===== src/common/wakeup_watchdog_reset_map.vh =====
// Purpose: Timing constants for the wake-up, watchdog and reset supervisor.
// Assumes: System clock of 250 MHz; one tick of the shared time base is 1 us.
// Notes: Times are kept in their own unit; cycle counts are derived from them.
`ifndef WAKEUP_WATCHDOG_RESET_MAP_VH
`define WAKEUP_WATCHDOG_RESET_MAP_VH

// ---------------------------------------------------------------------------
// Clock and time base
// ---------------------------------------------------------------------------
`define CLK_MHZ 250
`define TICK_US 1
`define TICK_CYCLES (`CLK_MHZ * `TICK_US)

// ---------------------------------------------------------------------------
// Interval lengths in microseconds
// ---------------------------------------------------------------------------
`define WAKE_PERIOD_US 40000
`define RESET_DELAY_US 5000
`define FIRST_EDGE_US 20000
`define WAKE_PERIOD_TICKS (`WAKE_PERIOD_US / `TICK_US)
`define WAKE_HALF_TICKS (`WAKE_PERIOD_TICKS / 2)
`define RESET_DELAY_TICKS (`RESET_DELAY_US / `TICK_US)
`define FIRST_EDGE_TICKS (`FIRST_EDGE_US / `TICK_US)

// ---------------------------------------------------------------------------
// Kick input minimum level time, in nanoseconds
// ---------------------------------------------------------------------------
`define KICK_MIN_NS 5000
`define KICK_MIN_CYCLES ((`KICK_MIN_NS * `CLK_MHZ + 999) / 1000)

`endif


===== src/rtl/tick_divider.v =====
// Purpose: Divides the clock into a one-cycle tick enable for the time base.
// Assumes: DIV is at least 2.
// Notes: Restarts its count whenever restart is high.
`timescale 1ns/1ps
module tick_divider #(
  parameter DIV = 250
) (
  input wire clk,
  input wire rst,
  input wire restart,
  output reg tick
);
  reg [15:0] count;

  always @(posedge clk or posedge rst) begin
    if (rst) begin
      count <= 16'h0000;
      tick <= 1'b0;
    end else if (restart) begin
      count <= 16'h0000;
      tick <= 1'b0;
    end else if (count == DIV[15:0] - 16'h0001) begin
      count <= 16'h0000;
      tick <= 1'b1;
    end else begin
      count <= count + 16'h0001;
      tick <= 1'b0;
    end
  end
endmodule // tick_divider


===== src/rtl/wakeup_watchdog_reset.v =====
// Purpose: Wake-up square wave, watchdog kick check and active-low system reset.
// Assumes: kick_input and volt_good come from outside and are synchronised here.
// Notes: All intervals are counted in ticks of one shared time base.
`timescale 1ns/1ps
`include "wakeup_watchdog_reset_map.vh"
module wakeup_watchdog_reset #(
  parameter TICK_CYCLES = `TICK_CYCLES,
  parameter PERIOD_TICKS = `WAKE_PERIOD_TICKS,
  parameter HALF_TICKS = `WAKE_HALF_TICKS,
  parameter RESET_TICKS = `RESET_DELAY_TICKS,
  parameter FIRST_TICKS = `FIRST_EDGE_TICKS
) (
  input wire clk,
  input wire rst,
  input wire kick_input,
  input wire volt_good,
  output reg sys_reset_n,
  output reg wake_out
);
  // -------------------------------------------------------------------------
  // States
  // -------------------------------------------------------------------------
  localparam ST_HOLD = 2'd0;
  localparam ST_DELAY = 2'd1;
  localparam ST_FIRST = 2'd2;
  localparam ST_RUN = 2'd3;

  reg [1:0] state;
  reg [1:0] next_state;
  reg [15:0] ticks;
  reg restart_count;
  reg kicked;
  reg kick_meta, kick_sync, kick_prev;
  reg good_meta, good_sync;
  wire tick;
  wire kick_fall;
  // Interval end strobes; each is high on the tick that closes its interval.
  wire delay_end;
  wire first_end;
  wire period_end;
  wire half_end;

  // -------------------------------------------------------------------------
  // Decoding
  // -------------------------------------------------------------------------
  // Returns high on the tick that closes an interval of the given length.
  function last_tick;
    input tick_now;
    input [15:0] count;
    input [15:0] length;
    begin
      last_tick = tick_now && (count == length - 16'h0001);
    end
  endfunction

  // All four intervals are taken from the same tick counter.
  assign delay_end = last_tick(tick, ticks, RESET_TICKS[15:0]);
  assign first_end = last_tick(tick, ticks, FIRST_TICKS[15:0]);
  assign period_end = last_tick(tick, ticks, PERIOD_TICKS[15:0]);
  assign half_end = last_tick(tick, ticks, HALF_TICKS[15:0]);

  // -------------------------------------------------------------------------
  // Input synchronisers
  // -------------------------------------------------------------------------
  always @(posedge clk or posedge rst) begin
    if (rst) begin
      kick_meta <= 1'b1;
      kick_sync <= 1'b1;
      kick_prev <= 1'b1;
      good_meta <= 1'b0;
      good_sync <= 1'b0;
    end else begin
      kick_meta <= kick_input;
      kick_sync <= kick_meta;
      kick_prev <= kick_sync;
      good_meta <= volt_good;
      good_sync <= good_meta;
    end
  end

  // The 5 us minimum level time of the processor needs no filter here.
  assign kick_fall = kick_prev & ~kick_sync;

  // -------------------------------------------------------------------------
  // Shared time base
  // -------------------------------------------------------------------------
  tick_divider #(
    .DIV(TICK_CYCLES)
  ) u_tick (
    .clk(clk),
    .rst(rst),
    .restart(restart_count),
    .tick(tick)
  );

  // -------------------------------------------------------------------------
  // Sequencer
  // -------------------------------------------------------------------------
  always @* begin
    next_state = state;
    restart_count = 1'b0;
    case (state)
      ST_HOLD: begin
        if (good_sync) begin
          next_state = ST_DELAY;
          restart_count = 1'b1;
        end
      end
      ST_DELAY: begin
        if (!good_sync) begin
          next_state = ST_HOLD;
        end else if (delay_end) begin
          next_state = ST_FIRST;
          restart_count = 1'b1;
        end
      end
      ST_FIRST: begin
        if (!good_sync) begin
          next_state = ST_HOLD;
        end else if (first_end) begin
          next_state = ST_RUN;
          restart_count = 1'b1;
        end
      end
      ST_RUN: begin
        if (!good_sync) begin
          next_state = ST_HOLD;
        end else if (period_end && !kicked) begin
          next_state = ST_DELAY;
          restart_count = 1'b1;
        end
      end
      default: begin
        next_state = ST_HOLD;
      end
    endcase
  end

  always @(posedge clk or posedge rst) begin
    if (rst) begin
      state <= ST_HOLD;
      ticks <= 16'h0000;
    end else begin
      state <= next_state;
      if (restart_count || next_state == ST_HOLD) begin
        ticks <= 16'h0000;
      end else if (tick) begin
        if (state == ST_RUN && period_end) begin
          ticks <= 16'h0000;
        end else begin
          ticks <= ticks + 16'h0001;
        end
      end
    end
  end

  // -------------------------------------------------------------------------
  // Output registers
  // -------------------------------------------------------------------------
  // Outputs follow the next state so that they change on the same edge as the state.
  // A kick that lands on the period-end cycle is lost, since period_end is decoded ahead of kick_fall.
  always @(posedge clk or posedge rst) begin
    if (rst) begin
      kicked <= 1'b0;
      wake_out <= 1'b0;
      sys_reset_n <= 1'b0;
    end else begin
      // Reset output is low in the hold and delay states only.
      sys_reset_n <= (next_state == ST_FIRST) || (next_state == ST_RUN);
      if (next_state != ST_RUN) begin
        wake_out <= 1'b0;
        kicked <= 1'b0;
      end else if (state != ST_RUN) begin
        wake_out <= 1'b1;
        kicked <= 1'b0;
      end else if (period_end) begin
        wake_out <= 1'b1;
        kicked <= 1'b0;
      end else if (kick_fall && !kicked) begin
        wake_out <= 1'b0;
        kicked <= 1'b1;
      end else if (half_end) begin
        wake_out <= 1'b0;
      end
    end
  end
endmodule // wakeup_watchdog_reset


===== config.mk =====
export PLATFORM = sky130hd
export DESIGN_NAME = wakeup_watchdog_reset
export DESIGN_NICKNAME = d
export VERILOG_FILES = /design/src/rtl/tick_divider.v /design/src/rtl/wakeup_watchdog_reset.v
export VERILOG_INCLUDE_DIRS = /design/src /design/src/common
export SDC_FILE = /design/constraint.sdc
export NUM_CORES = 1
export LEC_CHECK = 0
export BUFFER_PORTS_ARGS = -buffer_cell sky130_fd_sc_hd__buf_2
export CORE_MARGIN = 1
export CORE_UTILIZATION = 42
export DETAILED_ROUTE_END_ITERATION = 6
export PLACE_DENSITY = 0.66
export SYNTH_ARGS = -nofsm -noshare
export SYNTH_HDL_FRONTEND = slang
export SYNTH_SLANG_ARGS = --single-unit
export TNS_END_PERCENT = 1

===== constraint.sdc =====
create_clock -name clk -period 2.8 [get_ports clk]
set_input_delay 0.56 -clock clk [delete_from_list [all_inputs] [get_ports clk]]
set_output_delay 0.56 -clock clk [all_outputs]
set_load 0.01 [all_outputs]

# Yosys cells after proc, flatten, opt, wreduce, memory -nomap -nowiden
# Index checks and enable logic that the tools add are counted.
[totals]
ff_bits = 43
in_bits = 4
out_inout_bits = 2
wordCells = 73
[classes]
n_addsub = 2
n_eq_ne = 11
n_mux = 32
bitwise_logic = 2
n_reduce_logical = 14
[ops]
columns = ["op", "count"]
rows = [
  ["$mux W16", 5],
  ["$add A16 B1 Y16 const B", 2],
  ["$mux W1", 18],
  ["$eq A16 B13 Y1 const B", 1],
  ["$eq A16 B15 Y1 const B", 1],
  ["$eq A16 B16 Y1 const B", 1],
  ["$eq A16 B8 Y1 const B", 1],
  ["$mux W2", 7],
  ["$eq A2 B2 Y1 const B", 4],
  ["$pmux W2 S4", 1],
  ["$logic_and A1 B1 Y1", 6],
  ["$reduce_bool A5 Y1", 1],
  ["$logic_not A2 Y1", 2],
  ["$ne A2 B2 Y1 const B", 2],
  ["$pmux W1 S4", 1],
  ["$reduce_bool A4 Y1", 1],
  ["$eq A2 B1 Y1 const B", 1],
  ["$logic_or A1 B1 Y1", 2],
  ["$reduce_bool A2 Y1", 1],
  ["$and A1 B1 Y1", 1],
  ["$logic_not A1 Y1", 1],
  ["$not A1 Y1", 1],
]

# Depth between registers and ports, before layout
[logic_depth]
word_depth = 9
mapped_depth = 7
depth_no_buf = 6

# Modules after synthesis
# A second synthesis with hierarchy kept.
[unflattened]
hier_cells = 220
area_unflattened_um2 = 2197.1
[modules_own_cells]
columns = ["mod", "n_inst", "cells_per_inst", "area_each_um2", "seq_area_each_um2"]
rows = [
  ["wakeup_watchdog_reset", 1, 136, 1336.3, 629.4],
  ["tick_divider", 1, 84, 860.8, 425.4],
]

# Least setup slack after synthesis
# Ideal clock, no wire load.
[synth_path]
path_type = "reg2reg"
start = "register ticks[6]"
end = "register u_tick.count[14]"
setup_time_ns = 0.119
arrival_ns = 2.126
t_required_ns = 2.681
path_slack_ns = 0.555
path_stages_with_launch = 7
path_buffers = 1
period_less_slack_ns = 2.245
path_cell_list = "dfrtp_1 or3_1 or4_1 or4b_4 a31oi_4 buf_6 nor2_1"
[synth_between]
elab_chain_len = 7
word_cells_on_any_way = 15
classes_between = "3 x eq/ne; 8 x mux; 4 x reduce/logical"
[synth_rtl]
columns = ["item", "line", "source"]
rows = [
  ["start: declaration", "wakeup_watchdog_reset.v:30", "reg [15:0] ticks;"],
  ["start signal: assignment", "wakeup_watchdog_reset.v:151", "ticks <= ticks + 16'h0001;"],
  ["$eq A16 B16 Y1", "wakeup_watchdog_reset.v:52", "last_tick = tick_now && (count == length - 16'h0001);"],
  ["$logic_and A1 B1 Y1", "wakeup_watchdog_reset.v:52", ""],
  ["$logic_and A1 B1 Y1", "wakeup_watchdog_reset.v:128", "end else if (period_end && !kicked) begin"],
  ["$mux W1", "wakeup_watchdog_reset.v:128", ""],
  ["$mux W1", "wakeup_watchdog_reset.v:126", "if (!good_sync) begin"],
  ["$pmux W1 S4 *", "wakeup_watchdog_reset.v:102", "case (state)"],
  ["$mux W16 *", "tick_divider.v:19", "end else if (restart) begin"],
  ["end signal: assignment", "tick_divider.v:26", "count <= count + 16'h0001;"],
  ["end: declaration", "tick_divider.v:13", "reg [15:0] count;"],
]
# Every way passes the cells marked *; elsewhere a longest branch is shown, timed or not.
# A chain may end at the register's enable or synchronous reset.

# Worst setup path in the final report
[layout_path]
start = "register ticks[6]"
end = "register u_tick.count[3]"
# The elaborated chain is that of the path after synthesis.

==> summary.txt <==
Die Wd: 72.7 um
R2r setup slk: 310 ps
H-tree lvl count: 2
TritonRoute pass-1 iters: 4
Port bufs: 5
Vias in the first global route: 1459
Worst Max-Slew Pin Slew: 724 ps
Hold Vio Cnt, Final: 0
CTS Buf Count: 5
Vias: 1504
Max-cap viol count: 0
Syn-to-layout area delta: 10.2%
Hpwl dp: 2590 um
Worst-skew pair later-pin latency: 290 ps
# IOs: 6
First-pass GRT wire length: 6720 um
R2r worst-path depth: 5
Largest net degree at the start of global routing: 43
Drt drc: 0
Max Slew Vio Count: 0
Synth Instances: 214
CP Capture Type: flip-flop
Status: completed
Ys flop type: dfrtp_1
Worst Setup Path Type: flip-flop to flip-flop
Multi-input logic area: 995 sq um
RSZ-0062 raised after global routing: false
Setup crit start kind: flip-flop
Avg Cell Area, Syn: 9.81 sq um
# hold bufs at CTS: 0
Core Footprint: 4750 sq um
DRT Wirelength: 3720 um
Final setup viols: 0
EDFF count, synth: 0
Initial antenna violation count: 0
DRT iter0 DRCs: 44
Flip-flop and latch count after synthesis: 42
Die area: 5290 sq um
Initial Utilization: 0.442
WL/cell: 12.8 um
Setup TNS: 0 ps
Root buf cell: clkbuf_8
CTS Sinks: 42
Post-DP Area: 2200 sq um
Share of layout cells above drive strength 1: 0.102
Sequential share of the synthesized area: 0.502
Total Routing Usage GR: 0.164
Gpl congestion: 0.785
Die span in y: 72.7 um
Hold Path Class: flip-flop to flip-flop
Utilization after layout: 0.487
Pwr Density: 516 nW/um^2
Gr ovfl total: 0
CTS max path bufs: 2
Clock transition at path regs: 80 ps
Nets: 231
Ant. Diodes: 0
Period utilisation layout: 0.888
WP data arrival: 2640 ps
CTS tree: built
Slowest stage delay, CP: 540 ps
Row Count: 25
Slowest CP cell: or4b_4
Post_cts resized: 0
Ys async rst share: 1.00
Synth cell types: 39
Leak Pwr: 0.981 nW
Filler cells: 455
Design area: 2310 sq um
Fmax: 402 MHz
Setup Skew: 8.71 ps
Critical path peak fanout: 17
Syn Std Cell Area: 2100 sq um
Post-CTS Setup Inserts: 0
Syn Nets: 221
Vias/cell: 5.15
Slew HR: 0.517
Yosys warns: 0
VDD IR-drop max: 0.280 mV
Final ANT Viol Nets: 0
Final min period: 2490 ps
Sequential cell area: 1050 sq um
WHS Path Cells: 0
Crit path cell chain: or3_1 > or4_1 > or4b_4 > a31oi_4 > nor2_1
Crit path required time: 2950 ps
worst max-delay path: cells and delay by family (launching register included):
kind / cells / cell delay, ps
and+or+nand+nor: 4 / 1440
AOI/OAI and AO/OA: 1 / 480
DFF: 1 / 440
layer usage:
metal  GRT usage  vias to the layer above  routed length [um]
met1       0.215                      724                1840
li1            -                      754                   -
met3      0.0387                        7                  95
met4      0.0741                        0                  53
met2       0.260                       19                1730
met5           0                        -                   0
cells by family (layout without fill, tap and decap cells):
family	after synthesis	after routing	share of synthesized area
AOI/OAI and AO/OA	10	10	0.0411
xor gates and xnor gates	29	29	0.121
adders and majority gates	3	3	0.0179
buffers and inverters	11	22	0.0238
DFF	42	42	0.502
muxes	1	1	0.00477
and+or+nand+nor	118	118	0.289
placed cells by master, fill, tap and decap left out, drive strengths merged:
master,netlist,layout
inv,6,6
o2111ai,1,1
buf,2,8
nand4b,1,1
mux2i,1,1
a21oi,1,1
ha,3,3
a31oi,2,2
nor3b,3,3
dfstp,3,3
nor4bb,1,1
nor4,2,2
and3,5,5
o211ai,1,1
nor4b,2,2
nand3,12,12
or3,2,2
and4b,1,1
nor2,40,40
or4bb,1,1
or4,1,1
clkbuf,3,8
a21boi,1,1
or4b,2,2
nand4,9,9
nor2b,2,2
and4,1,1
xor2,16,16
nand2b,5,5
o21ai,2,2
o211a,2,2
nor3,8,8
dfrtp,39,39
or3b,1,1
xnor2,13,13
nand2,19,19
synthesized netlist by cell type (2+ instances only):
library cell  instances  area share
nor4_1                2      0.0060
and3_1                5       0.015
clkbuf_1              3      0.0054
nor2_1               40       0.072
xor2_1               16       0.067
nand2_1              19       0.034
nor3b_1               3       0.011
nor3_1                8       0.019
dfstp_2               3       0.038
inv_1                 6       0.011
ha_1                  3       0.018
nor4b_1               2      0.0083
or3_1                 2      0.0060
xnor2_1              13       0.054
nand4_1               9       0.027
o21ai_0               2      0.0048
nor2b_1               2      0.0060
nand2b_1              5       0.015
o211a_1               2      0.0095
dfrtp_1              39        0.46
nand3_1              12       0.029
power by group:
part / switching, mW / total (mW) / leakage, nW / internal [mW]
combinational: 0.0478 / 0.0846 / 0.359 / 0.0369
clock: 0.200 / 0.449 / 0.0575 / 0.249
sequential: 0.0274 / 0.660 / 0.565 / 0.632
total: 0.275 / 1.19 / 0.981 / 0.918
metrics by stage:
| stage | hold slack, ps | instances | power (mW) | setup slack, ps |
|---|---|---|---|---|
| finish | 350 | 292 | 1.19 | 313 |
| global route | 341 | 292 | 1.26 | 135 |
| CTS | 354 | 292 | 1.21 | 296 |
| detailed placement | 336 | 284 | 0.758 | 298 |
| global placement | 337 | 284 | 0.754 | 343 |
| floorplan | 331 | 214 | 0.734 | 555 |
state kept, by name (all words and copies together) (netlist names):
| name | cells |
|---|---|
| state | 2 |
| kick_sync | 1 |
| kicked | 1 |
| kick_meta | 1 |
| kick_prev | 1 |
| wake_out | 1 |
| good_sync | 1 |
| u_tick.count | 16 |
| ticks | 16 |
| good_meta | 1 |
| u_tick.tick | 1 |
layout make-up:
class                   count  share of cell area
well taps                  67              0.0362
repair buffers              8              0.0206
multi-input cells         161               0.430
flip-flops and latches     42               0.456
inverters                   6             0.00973
clock buffers               8              0.0476
final timing paths:
check                                from         endpoint
worst max-delay path             ticks[6]  u_tick.count[3]
worst min register to register  good_meta        good_sync
min in group asynchronous             rst         ticks[4]
worst max register to register   ticks[6]  u_tick.count[3]
max in group asynchronous             rst        kick_prev
worst min-delay path            good_meta        good_sync
No activity file was read; power rests on OpenSTA's default activity.
